[src/common/sah_pkg.sv]
// shared constants and types for the serial converter link
// assumes both ends run on one 200 MHz system clock
package sah_pkg;
   localparam int unsigned sah_clk_mhz = 200;
   // debounce, oscillator period and start delay in ns
   localparam int unsigned sah_debounce_ns = 100;
   localparam int unsigned sah_debounce_cyc =
      (sah_debounce_ns * sah_clk_mhz + 999) / 1000;
   localparam int unsigned sah_osc_ns = 40;
   localparam int unsigned sah_osc_start_ns = 25;
   // 13.5 oscillator periods, kept as 27 half periods
   localparam int unsigned sah_conv_half_periods = 27;
   localparam int unsigned sah_conv_ns =
      sah_osc_start_ns + (sah_conv_half_periods * sah_osc_ns) / 2;
   localparam int unsigned sah_conv_cyc =
      (sah_conv_ns * sah_clk_mhz + 999) / 1000;
   localparam int unsigned sah_idle_ns = 100;
   localparam int unsigned sah_idle_cyc =
      (sah_idle_ns * sah_clk_mhz + 999) / 1000;
   localparam int unsigned sah_half_div = 4;
   localparam logic [4:0] sah_len8 = 5'h08;
   localparam logic [4:0] sah_len12 = 5'h0C;
   localparam logic [4:0] sah_len16 = 5'h10;
   localparam logic [4:0] sah_in_bits = 5'h08;
   localparam logic [4:0] sah_sample_edge = 5'h04;
   localparam logic [4:0] sah_len_edge = 5'h06;
   localparam logic [3:0] sah_cmd_reserved = 4'hF;
   localparam logic [1:0] sah_fmt_8 = 2'h1;
   localparam logic [1:0] sah_fmt_16 = 2'h3;
   localparam int unsigned sah_len_hi = 3;
   localparam int unsigned sah_len_lo = 2;
   localparam int unsigned sah_lsb_bit = 1;
   localparam int unsigned sah_sign_bit = 0;
   localparam logic [3:0] sah_cfg_reset = 4'h0;
   localparam logic [11:0] sah_mid_code = 12'h800;
   // host register map
   localparam logic [31:0] sah_reg_cmd = 32'h0000_0000;
   localparam logic [31:0] sah_reg_stat = 32'h0000_0004;
   localparam logic [31:0] sah_reg_res = 32'h0000_0008;
   localparam logic [31:0] sah_reg_cs = 32'h0000_000C;
   localparam logic [1:0] sah_htrans_nonseq = 2'h2;
   function automatic logic [4:0] sah_frame_len(input logic [1:0] f);
      if (f == sah_fmt_8) return sah_len8;
      if (f == sah_fmt_16) return sah_len16;
      return sah_len12;
   endfunction : sah_frame_len
endpackage : sah_pkg

[src/common/sah_link_if.sv]
// serial pins between host and converter
// assumes one system clock shared by the bench
interface sah_link_if;
   logic cs_n;
   logic sclk;
   logic serial_input_byte;
   logic sdo;
   logic sdo_oe;
   logic eoc;
   modport host (output cs_n, output sclk, output serial_input_byte,
                 input sdo, input sdo_oe, input eoc);
   modport device (input cs_n, input sclk, input serial_input_byte,
                   output sdo, output sdo_oe, output eoc);
endinterface : sah_link_if

[src/core/sah_device.sv]
// converter end: serial control, conversion timer, result output
// assumes link pins are asynchronous to hclk; analog result is an input
// What this block does
// - bits 3:2 pick 8, 12 or 16 bits
// - new length governs its own frame
// - twelve clocks, convert after twelfth fall
// - sixteen clocks, four zero pad bits
// - eight clocks, upper eight result bits only
// - length takes effect after six rises
// - bit 1 shift order, next cycle
// - bit 0 signed coding, next conversion
// - unsigned code passes straight through
// - signed equals unsigned with inverted top bit
// - command picks input, loads config unless reserved
// - end flag high, low after last fall
// - end flag rises on the latch edge, resets interface
// - first bit at end rise or select fall
// - select high floats output, then clock ignored
// - select high resets after debounce
// - host keeps select low normally
// - capture eight input bits msb first
// - next bit on each later falling edge
// - conversion time from internal oscillator
// - output low during conversion
//
// The implementer's own choices: register access over AHB-Lite and the address map.
module sah_device
   import sah_pkg::*;
(
   // system
   input wire logic hclk,
   input wire logic hresetn,
   // link
   sah_link_if.device link,
   // analog side
   input wire logic [11:0] sample_code,
   output logic [3:0] channel_sel,
   output logic sample_hold
);
   typedef enum logic [1:0] {sah_idle, sah_io, sah_conv} sah_dev_state_t;
   sah_dev_state_t state;
   logic [1:0] cs_s, ck_s, di_s;
   logic ck_d, cs_d;
   logic cs_ok;
   logic [7:0] deb;
   logic [4:0] rises, falls;
   logic [7:0] in_sr;
   logic [3:0] cfg;
   logic [3:0] cmd;
   logic [1:0] len_sel;
   logic lsb_first, lsb_next, signed_next;
   logic [15:0] result;
   logic [15:0] out_sr;
   logic [15:0] conv_cnt;
   logic rise, fall, cs_n;
   logic [4:0] flen;
   logic [11:0] coded;
   assign cs_n = cs_s[1];
   assign rise = cs_ok && ck_s[1] && !ck_d;
   assign fall = cs_ok && !ck_s[1] && ck_d;
   assign flen = sah_frame_len(len_sel);
   assign coded = signed_next ? (sample_code ^ sah_mid_code) : sample_code;
   assign lsb_next = cfg[sah_lsb_bit];
   assign signed_next = cfg[sah_sign_bit];

   always_ff @(posedge hclk or negedge hresetn) begin
      if (!hresetn) begin
         cs_s <= 2'h3;
         ck_s <= 2'h0;
         di_s <= 2'h0;
         ck_d <= 1'b0;
         cs_d <= 1'b1;
      end else begin
         cs_s <= {cs_s[0], link.cs_n};
         ck_s <= {ck_s[0], link.sclk};
         di_s <= {di_s[0], link.serial_input_byte};
         ck_d <= ck_s[1];
         cs_d <= cs_n;
      end
   end

   // debounce on select, both directions
   always_ff @(posedge hclk or negedge hresetn) begin
      if (!hresetn) begin
         deb <= 8'h00;
         cs_ok <= 1'b0;
      end else if (cs_n != cs_d) begin
         deb <= 8'h00;
         if (cs_n) cs_ok <= cs_ok;
      end else if (deb < 8'(sah_debounce_cyc)) begin
         deb <= deb + 8'h01;
      end else begin
         cs_ok <= !cs_n;
      end
   end

   always_ff @(posedge hclk or negedge hresetn) begin
      if (!hresetn) begin
         state <= sah_idle;
         rises <= 5'h00;
         falls <= 5'h00;
         in_sr <= 8'h00;
         cfg <= sah_cfg_reset;
         cmd <= 4'h0;
         len_sel <= 2'h0;
         lsb_first <= 1'b0;
         conv_cnt <= 16'h0000;
         result <= 16'h0000;
         sample_hold <= 1'b0;
      end else if (!cs_ok) begin
         if (state != sah_conv) begin
            state <= sah_idle;
            rises <= 5'h00;
            falls <= 5'h00;
         end
         if (state == sah_conv) begin
            conv_cnt <= conv_cnt + 16'h0001;
            if (conv_cnt >= 16'(sah_conv_cyc)) begin
               state <= sah_idle;
               lsb_first <= lsb_next;
               result <= {coded, 4'h0};
            end
         end
      end else begin
         unique case (state)
            sah_idle, sah_io: begin
               if (rise) begin
                  state <= sah_io;
                  rises <= rises + 5'h01;
                  if (rises < sah_in_bits) begin
                     in_sr <= {in_sr[6:0], di_s[1]};
                  end
                  // length bits arrive on rise 5 and 6
                  if (rises + 5'h01 == sah_len_edge) begin
                     len_sel <= {in_sr[0], di_s[1]};
                  end
               end
               if (fall) begin
                  falls <= falls + 5'h01;
                  if (falls + 5'h01 == sah_sample_edge) begin
                     sample_hold <= 1'b1;
                  end
                  if (falls + 5'h01 == flen) begin
                     state <= sah_conv;
                     sample_hold <= 1'b0;
                     conv_cnt <= 16'h0000;
                     cmd <= in_sr[7:4];
                     if (in_sr[7:4] != sah_cmd_reserved) begin
                        cfg <= in_sr[3:0];
                     end
                  end
               end
            end
            sah_conv: begin
               conv_cnt <= conv_cnt + 16'h0001;
               if (conv_cnt >= 16'(sah_conv_cyc)) begin
                  state <= sah_idle;
                  rises <= 5'h00;
                  falls <= 5'h00;
                  lsb_first <= lsb_next;
                  result <= {coded, 4'h0};
               end
            end
         endcase
      end
   end

   assign channel_sel = cmd;

   // output shifter
   logic start_out, conv_done, lsb_load;
   logic [15:0] load_res;
   assign conv_done = state == sah_conv && conv_cnt >= 16'(sah_conv_cyc);
   // result and order are latched on this same edge, so load them directly
   assign load_res = conv_done ? {coded, 4'h0} : result;
   assign lsb_load = conv_done ? lsb_next : lsb_first;
   assign start_out = conv_done || (!cs_n && cs_d);
   always_ff @(posedge hclk or negedge hresetn) begin
      if (!hresetn) begin
         out_sr <= 16'h0000;
         link.sdo <= 1'b0;
         link.sdo_oe <= 1'b0;
         link.eoc <= 1'b1;
      end else begin
         link.sdo_oe <= !cs_n;
         link.eoc <= !(state == sah_conv) ||
                     (conv_cnt >= 16'(sah_conv_cyc));
         if (state == sah_conv && conv_cnt < 16'(sah_conv_cyc)) begin
            link.sdo <= 1'b0;
         end else if (start_out) begin
            if (lsb_load) begin
               out_sr <= 16'(load_res >> 1);
               link.sdo <= (flen == sah_len16) ? 1'b0 :
                           (flen == sah_len8) ? load_res[8] : load_res[4];
               if (flen == sah_len12) out_sr <= 16'(load_res >> 5);
               if (flen == sah_len8) out_sr <= 16'(load_res >> 9);
            end else begin
               out_sr <= {load_res[14:0], 1'b0};
               link.sdo <= load_res[15];
            end
         end else if (fall) begin
            if (lsb_first) begin
               link.sdo <= out_sr[0];
               out_sr <= {1'b0, out_sr[15:1]};
            end else begin
               link.sdo <= out_sr[15];
               out_sr <= {out_sr[14:0], 1'b0};
            end
         end
      end
   end
endmodule : sah_device

[src/flat_wrapper.sv]
// flat-port wrapper written by rule: the top's interface ports become plain ports
module sah_device_flat import sah_pkg::*;
  (hclk, hresetn, sample_code, channel_sel, sample_hold, link_cs_n, link_sclk, link_serial_input_byte, link_sdo, link_sdo_oe, link_eoc);
  sah_link_if link_i ();
  input wire logic hclk;
  input wire logic hresetn;
  input wire logic [11:0] sample_code;
  output logic [3:0] channel_sel;
  output logic sample_hold;
  input wire logic [$bits(link_i.cs_n)-1:0] link_cs_n;
  input wire logic [$bits(link_i.sclk)-1:0] link_sclk;
  input wire logic [$bits(link_i.serial_input_byte)-1:0] link_serial_input_byte;
  output wire logic [$bits(link_i.sdo)-1:0] link_sdo;
  output wire logic [$bits(link_i.sdo_oe)-1:0] link_sdo_oe;
  output wire logic [$bits(link_i.eoc)-1:0] link_eoc;
  assign link_i.cs_n = link_cs_n;
  assign link_i.sclk = link_sclk;
  assign link_i.serial_input_byte = link_serial_input_byte;
  assign link_sdo = link_i.sdo;
  assign link_sdo_oe = link_i.sdo_oe;
  assign link_eoc = link_i.eoc;
  sah_device u_core (.hclk(hclk), .hresetn(hresetn), .link(link_i), .sample_code(sample_code), .channel_sel(channel_sel), .sample_hold(sample_hold));
endmodule
[config.mk]
export PLATFORM = sky130hd
export DESIGN_NAME = sah_device_flat
export DESIGN_NICKNAME = d
export VERILOG_FILES = /design/src/common/sah_pkg.sv /design/src/common/sah_link_if.sv /design/src/core/sah_device.sv /design/src/flat_wrapper.sv
export SDC_FILE = /design/constraint.sdc
export NUM_CORES = 1
export LEC_CHECK = 0
export BUFFER_PORTS_ARGS = -buffer_cell sky130_fd_sc_hd__buf_4
export CORE_MARGIN = 2
export CORE_UTILIZATION = 56
export CTS_CLUSTER_DIAMETER = 150
export DETAILED_ROUTE_END_ITERATION = 16
export PLACE_DENSITY_LB_ADDON = 0.25
export SLEW_MARGIN = 40
export SYNTH_ARGS = -nofsm -noshare
export SYNTH_HDL_FRONTEND = slang
export SYNTH_SLANG_ARGS = --single-unit
[constraint.sdc]
create_clock -name hclk -period 5.7 [get_ports hclk]
set_clock_uncertainty 0.15 [all_clocks]
set_input_delay 1.14 -clock hclk [delete_from_list [all_inputs] [get_ports hclk]]
set_output_delay 1.14 -clock hclk [all_outputs]
set_load 0.02 [all_outputs]
======== After elaboration in Yosys (flattened, before gate mapping) ========
Index checks and enable logic that the tools add are counted.
word-level totals
  register bits after elaboration ......... 94
  bits of input ports ..................... 17
cells by class
  add/sub/neg operators ................... 4
  order comparisons ....................... 4
  equality and inequality tests ........... 17
  mux-type cells .......................... 49
  bitwise operators ....................... 4
  reduce and logical (&&, ||, !) cells .... 32
operator list
  kind                     number
  $mux W16                 9
  $mux W5                  10
  $pmux W16 S2             1
  $mux W15                 2
  $pmux W5 S2              2
  $add A16 B1 Y16 const B  1
  $ge A16 B7 Y1 const B    1
  $lt A16 B7 Y1 const B    1
  $mux W2                  8
  $mux W8                  2
  $reduce_and A4 Y1        4
  $mux W1                  13
  $mux W12                 1
  $ne A3 B3 Y1 const B     4
  $add A5 B1 Y5 const B    2
  $eq A5 B3 Y1 const B     2
  $eq A5 B4 Y1 const B     2
  $reduce_bool A2 Y1       5
  $reduce_and A3 Y1        3
  $add A8 B1 Y8 const B    1
  $lt A8 B5 Y1 const B     1
  $logic_and A1 B1 Y1      7
  $reduce_and A2 Y1        3
  $eq A5 B5 Y1             1
  15 further kinds         24

======== Logic depth before layout (Yosys ltp) ========
Gate-level depths: netlist of run 1.
  word-level depth ........................ 11
  depth in mapped cells ................... 10

======== Least setup slack after synthesis of run 1 ========
No wires, ideal clock.
  path type ............................... reg2reg
  start ................................... register u_core.conv_cnt[1]
  end ..................................... register u_core.out_sr[0]
  library setup time ...................... 126 ps
  arrival ................................. 2172 ps
  data required time ...................... 5424 ps
  setup slack ............................. 3252 ps
  stages on the path, launching flop included .. 9
  buffers on the path ..................... 0
  period minus slack after synthesis ...... 2448 ps
  cells stage by stage .................... dfrtp_1 inv_1 ha_1 nor4b_2 o2111ai_4 nand2_4 mux2_1 a22o_1 a221o_1
on the way
  longest elaborated chain between the ends .. 7
  elaborated cells on any way between the ends .. 14
  classes of those cells .................. 2 x order compare; 6 x mux; 1 x bitwise; 5 x reduce/logical
RTL lines
  what                      RTL line           text
  start: declaration        sah_device.sv:54   logic [15:0] conv_cnt;
  start signal: assignment  sah_device.sv:117  conv_cnt <= conv_cnt + 16'h0001;
  start signal: assignment  sah_device.sv:155  conv_cnt <= conv_cnt + 16'h0001;
  $ge A16 B7 Y1             sah_device.sv:173  assign conv_done = state == sah_conv && conv_cnt >= 16'(sah_conv_cyc);
  $logic_and A1 B1 Y1       sah_device.sv:173
  $mux W16                  sah_device.sv:175  assign load_res = conv_done ? {coded, 4'h0} : result;
  $mux W15                  sah_device.sv:195  if (flen == sah_len12) out_sr <= 16'(load_res >> 5);
  $mux W15                  sah_device.sv:196  if (flen == sah_len8) out_sr <= 16'(load_res >> 9);
  $mux W16                  sah_device.sv:191  if (lsb_load) begin
  $mux W16                  sah_device.sv:190  end else if (start_out) begin
  end signal: assignment    sah_device.sv:192  out_sr <= 16'(load_res >> 1);
  end signal: assignment    sah_device.sv:195
  end signal: assignment    sah_device.sv:196
  end: declaration          sah_device.sv:53   logic [15:0] out_sr;
Parallel ways exist; a longest one is shown, timed or not.
A chain may end at the register's enable or synchronous reset.

======== Worst setup path in the final report of run 1 ========
Ends and elaborated chain as after synthesis.

==> results of run 1 <==
## final cells by class
| type | count | area [µm²] |
|---|---|---|
| inverters | 19 | 71.3 |
| flip-flops and latches | 94 | 2360 |
| well taps | 108 | 135 |
| fillers | 717 | 3250 |
| clock buffers | 9 | 124 |
| clock inverters | 7 | 68.8 |
| repair buffers | 26 | 199 |
| multi-input cells | 331 | 2430 |
## final timing paths
check / from / to
hold / removal: u_core.di_s[0] / u_core.di_s[1]
setup / recovery: u_core.conv_cnt[1] / u_core.out_sr[0]
max in group asynchronous: hresetn / u_core.link.eoc
setup reg to reg: u_core.conv_cnt[1] / u_core.out_sr[0]
min in group asynchronous: hresetn / u_core.conv_cnt[5]
hold reg to reg: u_core.di_s[0] / u_core.di_s[1]
## stage by stage
stage	utilization	area (µm²)	hold WS [ns]
detailed placement	0.599	5170	0.188
global route	0.623	5380	0.214
CTS	0.621	5370	0.205
floorplan	-	4950	0.181
finish	0.623	5380	0.201
global placement	0.599	5170	0.183
## cells in the mapped netlist (9+ instances only)
cell type   n  area share
inv_1      19       0.014
mux2i_1    18       0.036
nand3_1    14       0.014
o21ai_0    31       0.031
or3_1      11       0.014
o22ai_1     9       0.011
dfrtp_1    90        0.46
ha_1        9       0.023
nor2_1     19       0.014
a21oi_1    16       0.016
mux2_2     26       0.059
nand2_1    38       0.029
## where the power goes
| group | total [W] | internal (W) | switching (W) |
|---|---|---|---|
| clock | 0.000432 | 0.000168 | 0.000264 |
| sequential | 0.000711 | 0.000691 | 0.0000205 |
| combinational | 0.0000899 | 0.0000411 | 0.0000488 |
## flip-flops by register name, summed over array words and instances (netlist names), 4 cells and up
| signal | flops |
|---|---|
| u_core.rises | 5 |
| u_core.in_sr | 8 |
| u_core.deb | 8 |
| u_core.channel_sel | 4 |
| u_core.out_sr | 16 |
| u_core.conv_cnt | 16 |
| u_core.falls | 5 |
| u_core.result | 12 |
## metal layers
metal	routed length, µm	up-vias	track usage	part of all wire
met4	192	0	0.0844	0.018
met3	550	24	0.0372	0.051
met5	0	-	0	0
met2	5140	124	0.352	0.47
li1	-	1763	-	-
met1	4990	1840	0.348	0.46
## layout by cell type (no fill, tap or decap), types with 3 or more instances in the layout
cell       instances
ha_1               9
o22ai_1            9
a21o_1             4
a21oi_1           16
o31ai_1            7
or4_1              6
mux2i_1           18
buf_4             25
and2_1             8
inv_1             19
o21ai_0           31
or3_1             11
nand3_1           14
o21bai_1           3
xnor2_1            4
o211ai_1           6
nand4_1            7
nor2_1            18
dfrtp_1           90
a2bb2oi_1          5
nor3_1             5
nand2b_1           7
nand2_1           38
o22a_1             6
a31oi_1            3
dfstp_2            4
and3_1             3
mux2_2            26
xor2_1             7
clkbuf_8           9
o221ai_1           3
nor2b_1            3
a32oi_1            8
a221o_1            4
## cell families (layout without fill, tap and decap cells)
group,after synthesis,after routing
AOI/OAI and AO/OA,127,127
xor gates and xnor gates,11,11
adders and majority gates,9,9
buffers and inverters,38,61
DFF,94,94
muxes,48,48
and+or+nand+nor,136,136
==> summary.txt, run 1 <==
critical-path cell list: inv_1, ha_1, nor4b_2, o2111ai_4, a21o_1, o21ai_2, nor2_1, a221o_1
via count: 3,751
Yosys cell types: 73
CTS tree: done
Crit. End Element: register
Ant. Diodes: 0
initial antenna violation count: 0
Worst path slowest cell: o21ai_2
CTS-repair resized insts: 0
multiplexer share of the synthesized area: 0.110
Chip Width: 98.0 µm
dpl hpwl: 7.58 mm
synth warn: 0
die footprint: 9610 µm²
Synth Area in XOR/XNOR: 0.0195
register area share after synthesis: 0.476
max incr delay on CP: 0.51 ns
Synth Area in Compound Gates: 0.183
Async SR Flop Fraction: 1.00
post-synthesis sequential element count: 94
syn avg cell area: 10.7 µm²
Final ANT Viol Nets: 0
Final Power: 0.00123 W
crit-path leading delay family: compound AO/OA/AOI/OAI gates
Die Y: 98.0 µm
area share of and/or/nand/nor cells after synthesis: 0.153
DRC viols: 0
hold path cells: 0
Post-CTS Setup Repair Bufs: 0
Leakage: 2.38 nW
Slew HR: 0.453
status: complete, no violations
largest net degree at the start of global routing: 61
Mapped Cells: 463
setup TNS: 0 ns
post-DR vias/cell: 6.31
Least-Margin Pin Slew: 0.820 ns
layout cells sized above 1: 0.189
Tot GR Track Use: 0.235
Final period util: 0.514
H-tree depth: 3
max-slew violations: 0
post-route minimum period: 2.93 ns
NumNets Final: 507
TritonCTS sink count: 94
Buf+Inv Stages, Crit Path: 1
dpl cells: 578
drt total wl: 10.9 mm
RSZ-0062 raised after global routing: false
number of buffers created by CTS: 9
clk root buf: clkbuf_8
Core Region: 8640 µm²
Pwr per Cell Area: 229 nW/µm²
clock latency at the later pin of the worst-skew pair: 0.37 ns
r2r worst-path depth: 8
CP required: 5.81 ns
largest family of logic cells by synthesized area: compound AO/OA/AOI/OAI gates
# IOs: 25
number of flops mapped to enable cells by yosys: 0
syn_nets: 489
Worst VDD drop: 0.186 mV
CP startpoint kind: register
fin cells: 594
worst slack, placed: 2.75 ns
Initial Utilization: 0.573
maxcap violations: 0
Post-Synth Adder-Cell Area: 0.0228
Clock transition at path regs: 0.10 ns
final worst slack: 2.77 ns
Fin. Hold Viols: 0
Max Buffers Root-to-Sink: 2
crit-path max FO: 15
gpl congestion: 0.932
R2R Setup Slk: 2.77 ns
Pre-Repair DR Iteration Count: 5
vias in the first global route: 3,551
most used flip-flop cell after synthesis: dfrtp_1
DRT iter0 DRCs: 279
P&R area growth vs syn: 8.75%
floorplan row count: 34
Routed WL per cell: 18.3 µm
total grt overflow: 0
final setup fails: 0
Crit path depth: 8
Critical Path AT: 3.04 ns
IO Port Bufs: 24
Post-CTS Hold Fix Bufs: 0
HP Class: register to register
Fmax: 342 MHz
global-route wire length before repair: 18.2 mm
crit path kind: register to register
mapped cell area: 4950 µm²
Note: power is estimated with default switching activity, not from simulation.
==> run 2, diff against run 1 <==
--- a/config.mk
+++ b/config.mk
@@ -5,9 +5,10 @@
 export SDC_FILE = /design/constraint.sdc
 export NUM_CORES = 1
 export LEC_CHECK = 0
+export ABC_AREA = 1
 export BUFFER_PORTS_ARGS = -buffer_cell sky130_fd_sc_hd__buf_4
 export CORE_MARGIN = 2
-export CORE_UTILIZATION = 56
+export CORE_UTILIZATION = 55
 export CTS_CLUSTER_DIAMETER = 150
 export DETAILED_ROUTE_END_ITERATION = 16
 export PLACE_DENSITY_LB_ADDON = 0.25
==> constraint.sdc (replaced) <==
create_clock -name hclk -period 2.6 [get_ports hclk]
set_clock_uncertainty 0.15 [all_clocks]
set_input_delay 0.52 -clock hclk [delete_from_list [all_inputs] [get_ports hclk]]
set_output_delay 0.52 -clock hclk [all_outputs]
set_load 0.02 [all_outputs]
==> run 2 against run 1 <==
Effect of this change:
- maximum frequency up 23%
- worst setup slack worse by 2.5 ns
- critical path depth up 5
- non-clock buffer count up 8
- hold slack worse by 0.090 ns
- sequential share of layout area down 0.66 points
- utilization up 0.34 points
- wire length down 2.4%
==> summary.txt, run 2 <==
Pwr per Cell Area: 519 nW/µm²
syn avg cell area: 7.85 µm²
Yosys cell types: 38
critical-path cell list: inv_1, ha_1, nor3b_2, nand2_2, nand3_4, nand2_4, nand2_4, inv_4, nor2_4, and2_1, nand2_1, nand2_1, nand2_1
Fin. Hold Viols: 0
CP startpoint kind: register
DRT iter0 DRCs: 273
max incr delay on CP: 0.42 ns
Clock transition at path regs: 0.11 ns
Seq pwr share: 0.553
max-slew violations: 0
Leakage: 2.67 nW
post-DR vias/cell: 5.37
Clock power frac: 0.371
floorplan row count: 34
Comb power frac: 0.076
register area share after synthesis: 0.477
setup TNS: 0 ns
Critical Path AT: 2.48 ns
syn_nets: 655
Post-CTS Hold Fix Bufs: 1
via count: 4,140
Async SR Flop Fraction: 1.00
hold path cells: 1
Yosys top cell by area: dfrtp_1
NumNets Final: 685
fraction of power spent switching nets: 0.241
Crit. End Element: register
vias in the first global route: 3,849
CTS-repair resized insts: 0
initial antenna violation count: 0
synth warn: 0
multi-input logic area: 2210 µm²
Max Buffers Root-to-Sink: 2
die footprint: 9760 µm²
Pre-Repair DR Iteration Count: 4
Least-Margin Pin Slew: 0.515 ns
# IOs: 25
CP required: 2.71 ns
most used flip-flop cell after synthesis: dfrtp_1
gpl congestion: 0.952
capturing point of the worst reg2reg path: u_core.out_sr[5]
Top Registers: u_core.conv_cnt: 16 flops, u_core.out_sr: 16 flops, u_core.result: 12 flops
largest net degree at the start of global routing: 67
Die Y: 98.8 µm
Sw Pwr: 0.000684 W
crit path kind: register to register
Worst VDD drop: 0.392 mV
Synth top cells by count: 169 x nand2_1, 90 x dfrtp_1, 69 x nor2_1, 64 x inv_1, 55 x nand3_1
TritonCTS sink count: 94
status: complete, no violations
Slew HR: 0.656
largest cells by area after synthesis: dfrtp_1 46%, nand2_1 13%, nand3_1 5.6%, nor2_1 5.2%, inv_1 4.9%
Reg area: 2360 µm²
Tot GR Track Use: 0.232
post-route minimum period: 2.38 ns
dpl hpwl: 7.75 mm
Post-CTS Setup Repair Bufs: 0
r2r worst-path depth: 13
Ant. Diodes: 0
Cell Int Power: 0.00215 W
clock latency at the later pin of the worst-skew pair: 0.37 ns
CTS tree: done
number of flops mapped to enable cells by yosys: 0
RR Startpoint: u_core.conv_cnt[1]
IO Port Bufs: 24
Worst path slowest cell: dfrtp_1
Routed WL per cell: 13.8 µm
Cell Area, Placed: 5240 µm²
most used cell, CP: nand2_1
DRC viols: 0
filler cell count: 735
final setup fails: 0
drt total wl: 10.6 mm
top-count cell post-synth: nand2_1
Hold Slack: 0.111 ns
clk root buf: clkbuf_8
post-synthesis sequential element count: 94
maxcap violations: 0
R2R Setup Slk: 0.22 ns
Synth top area share: 0.456
Final ANT Viol Nets: 0
HP Class: input pin to register
hold_sp: link_cs_n
layout cells sized above 1: 0.128
crit-path max FO: 17
RSZ-0062 raised after global routing: false
Final period util: 0.914
most frequent cells in the layout: 169 x nand2_1, 90 x dfrtp_1, 69 x nor2_1, 64 x inv_1, 55 x nand3_1
P&R area growth vs syn: 10.6%
mapped cell area: 4940 µm²
Hold Path Sink: u_core.cs_s[0]
Core Region: 8720 µm²
final instance area: 5470 µm²
number of buffers created by CTS: 9
commonest non-fill, non-tap cell in the layout: nand2_1
total grt overflow: 0
Mapped Cells: 629
global-route wire length before repair: 18.2 mm
Initial Utilization: 0.566
Chip Width: 98.8 µm
Fmax: 421 MHz
H-tree depth: 3
-- run 2: cell count changes in the layout (fill, tap and decap cells not counted), sizes merged, moves of 8 or more --
cell,change
a32oi,-8
and2,-8
inv,+54
mux2,-27
mux2i,-14
nand2,+140
nand2b,-8
nand3,+43
nor2,+58
or3,-10
xor2,+8
-- run 2: final cells by class --
cell class | instances | area share
clock inverters | 5 | 0.0153
flip-flops and latches | 94 | 0.431
repair buffers | 34 | 0.0495
well taps | 108 | 0.0247
inverters | 75 | 0.0520
multi-input cells | 445 | 0.404
clock buffers | 10 | 0.0234
-- run 2: how the worst max path moves through the flow --
stage,from,endpoint,slack [ns],depth (start not counted)
after global placement,u_core.falls[0],u_core.sample_hold,0.36,11
after CTS,u_core.conv_cnt[1],u_core.out_sr[5],0.22,13
after global routing,u_core.conv_cnt[1],u_core.out_sr[5],0.02,13
final,u_core.conv_cnt[1],u_core.out_sr[5],0.22,13
after floorplan,u_core.falls[0],u_core.conv_cnt[10],0.65,12
after detailed placement,u_core.conv_cnt[1],u_core.out_sr[5],0.26,13
-- run 2: power groups by stage --
stage | logic, W | clock network [W] | registers [W]
4_1_cts | 0.000219 | 0.00107 | 0.00157
3_3_place_gp | 0.000212 | 0 | 0.00159
5_1_grt | 0.000250 | 0.00114 | 0.00158
3_5_place_dp | 0.000217 | 0 | 0.00160
2_1_floorplan | 0.000131 | 0 | 0.00159
6_report | 0.000215 | 0.00105 | 0.00157
-- run 2: cells by family after synthesis --
logic type | count (synthesis) | synth area share
xor gates and xnor gates | 18 | 0.0319
buffers and inverters | 90 | 0.0760
AOI/OAI and AO/OA | 74 | 0.0790
adders and majority gates | 9 | 0.0228
muxes | 5 | 0.0104
DFF | 94 | 0.477
and+or+nand+nor | 339 | 0.303
-- run 2: metrics by stage --
step	std cells	utilization	power, W	setup slack (ns)
2_1_floorplan	629	-	0.00172	0.646
3_3_place_gp	755	0.601	0.00181	0.359
3_5_place_dp	755	0.601	0.00181	0.261
4_1_cts	771	0.627	0.00286	0.224
5_1_grt	771	0.627	0.00296	0.0188
6_report	771	0.627	0.00284	0.223
-- run 2: per-layer routing --
metal / wire [µm] / up-vias / track usage
li1: - / 2064 / -
met1: 4970 / 1962 / 0.328
met2: 4960 / 96 / 0.354
met3: 423 / 18 / 0.0426
met4: 252 / 0 / 0.0959
met5: 0 / - / 0
-- run 2: worst max-delay path, delay by kind of cell (launching register included) --
kind | cells | cell delay, ns
adders and majority gates | 1 | 0.16
buffers and inverters | 2 | 0.24
DFF | 1 | 0.42
and+or+nand+nor | 10 | 1.28
==> run 3, diff against run 2 <==
--- a/config.mk
+++ b/config.mk
@@ -9,6 +9,7 @@
 export BUFFER_PORTS_ARGS = -buffer_cell sky130_fd_sc_hd__buf_4
 export CORE_MARGIN = 2
 export CORE_UTILIZATION = 55
+export CTS_BUF_LIST = sky130_fd_sc_hd__clkbuf_16
 export CTS_CLUSTER_DIAMETER = 150
 export DETAILED_ROUTE_END_ITERATION = 16
 export PLACE_DENSITY_LB_ADDON = 0.25
==> run 3 against run 2 <==
Effect of this change:
- die area did not move
- maximum frequency up 0.31%
- via count up 1.1%
- final area up 1.9%
- flip-flop and latch count is the same
- critical path depth unchanged
- count of clock-buffer cells in the layout shrank 1
- global-route usage barely moved
- first-iteration DRC count is 12% lower
- non-clock buffer count unchanged
- wire length up 0.61%
- combinational power hardly changed
- largest cell class unchanged
==> summary.txt, run 3 (synthesis gave the netlist of run 2 again) <==
Slew HR: 0.651
fin cells: 771
crit path kind: register to register
HP Class: input pin to register
RSZ-0062 raised after global routing: false
Final Power: 0.00319 W
floorplan row count: 34
clk root buf: clkbuf_16
via count: 4,185
max-slew violations: 0
CTS-repair resized insts: 0
Initial Utilization: 0.566
Cell Area, Placed: 5240 µm²
initial antenna violation count: 0
dpl cells: 755
Post-CTS Setup Repair Bufs: 0
total grt overflow: 0
CP startpoint kind: register
TritonCTS sink count: 94
length of routed met3 wiring: 456 µm
Layout Utilization: 0.638
R2R Setup Slk: 0.23 ns
final instance area: 5570 µm²
P&R area growth vs syn: 12.7%
Pre-Repair DR Iteration Count: 5
Final ANT Viol Nets: 0
largest net degree at the start of global routing: 67
dpl hpwl: 7.75 mm
DRT iter0 DRCs: 239
drt total wl: 10.7 mm
Ant. Diodes: 0
critical path launch point: u_core.conv_cnt[1]
Tot GR Track Use: 0.231
hold_sp: link_sclk
# IOs: 25
RR Startpoint: u_core.conv_cnt[1]
Metal-1 WL: 4.84 mm
capturing point of the worst reg2reg path: u_core.out_sr[5]
layout cells sized above 1: 0.128
Hold Path Sink: u_core.ck_s[0]
setup TNS: 0 ns
IO Port Bufs: 24
maxcap violations: 0
Pwr per Cell Area: 572 nW/µm²
Core Region: 8720 µm²
Top Registers: u_core.conv_cnt: 16 flops, u_core.out_sr: 16 flops, u_core.result: 12 flops
Leakage: 2.72 nW
most frequent cells in the layout: 169 x nand2_1, 90 x dfrtp_1, 69 x nor2_1, 65 x inv_1, 55 x nand3_1
Chip Width: 98.8 µm
clock latency at the later pin of the worst-skew pair: 0.35 ns
post-route minimum period: 2.37 ns
Critical Path AT: 2.46 ns
Final period util: 0.911
DRC viols: 0
Least-Margin Pin Slew: 0.521 ns
Fmax: 422 MHz
Die Y: 98.8 µm
Fin. Hold Viols: 0
commonest non-fill, non-tap cell in the layout: nand2_1
vias in the first global route: 3,906
Routed WL per cell: 13.8 µm
Clock transition at path regs: 0.07 ns
crit-path max FO: 17
post-DR vias/cell: 5.43
routed wl met2: 5.13 mm
Crit. End Element: register
Worst VDD drop: 0.283 mV
gpl congestion: 0.952
NumNets Final: 685
uppermost layer routed: met4
status: complete, no violations
hold path cells: 1
CTS tree: done
die footprint: 9760 µm²
final setup fails: 0
number of buffers created by CTS: 9
Max Buffers Root-to-Sink: 2
global-route wire length before repair: 18.2 mm
r2r worst-path depth: 13
CP required: 2.69 ns
H-tree depth: 3
-- run 3: cell types whose count changed in the layout (fill, tap and decap cells not counted) --
cell,change
clkbuf_16,+9
clkbuf_8,-9
clkbuf_1,-1
inv_1,+1
-- run 3: how the worst max path moves through the flow --
stage                                      to  depth (start not counted)
after global placement     u_core.sample_hold                         11
after detailed placement     u_core.out_sr[5]                         13
after floorplan           u_core.conv_cnt[10]                         12
after CTS                    u_core.out_sr[5]                         13
final                        u_core.out_sr[5]                         13
after global routing         u_core.out_sr[5]                         13
-- run 3: timing repair --
item | in CTS | in global routing
setup endpoints to repair | 0 | 0
hold buffers | 1 | 0
hold endpoints to repair | 24 | 0
-- run 3: report_power, final --
part	leakage (nW)	switching, W	internal (W)
Clock	0.149	0.000564	0.000837
Combinational	1.37	0.000126	0.0000880
Sequential	1.20	0.0000459	0.00152
Total	2.72	0.000736	0.00245
-- run 3: worst max-delay path: stages (launching register included) --
cell and delay, ns:
dfrtp_1 0.41, inv_1 0.12, ha_1 0.16, nor3b_2 0.20
nand2_2 0.09, nand3_4 0.10, nand2_4 0.14, nand2_4 0.22
inv_4 0.12, nor2_4 0.24, and2_1 0.16, nand2_1 0.05
nand2_1 0.05, nand2_1 0.04
-- run 3: through the flow --
step,hold slack [ns],setup slack [ns]
detailed placement,0.186,0.261
global route,0.131,0.0305
floorplan,0.0744,0.646
global placement,0.184,0.359
CTS,0.127,0.234
finish,0.128,0.230
-- run 3: per-layer routing --
metal / track usage / vias up
met3: 0.0312 / 22
met2: 0.372 / 103
met4: 0.0948 / 0
met1: 0.320 / 1994
met5: 0 / -
li1: - / 2066
-- run 3: final cells by class --
| type | count | area, µm² |
|---|---|---|
| Clock buffer | 9 | 225 |
| Clock inverter | 6 | 87.6 |
| Fill cell | 724 | 3150 |
| Inverter | 75 | 284 |
| Multi-Input combinational cell | 445 | 2210 |
| Sequential cell | 94 | 2360 |
| Tap cell | 108 | 135 |
| Timing Repair Buffer | 34 | 270 |
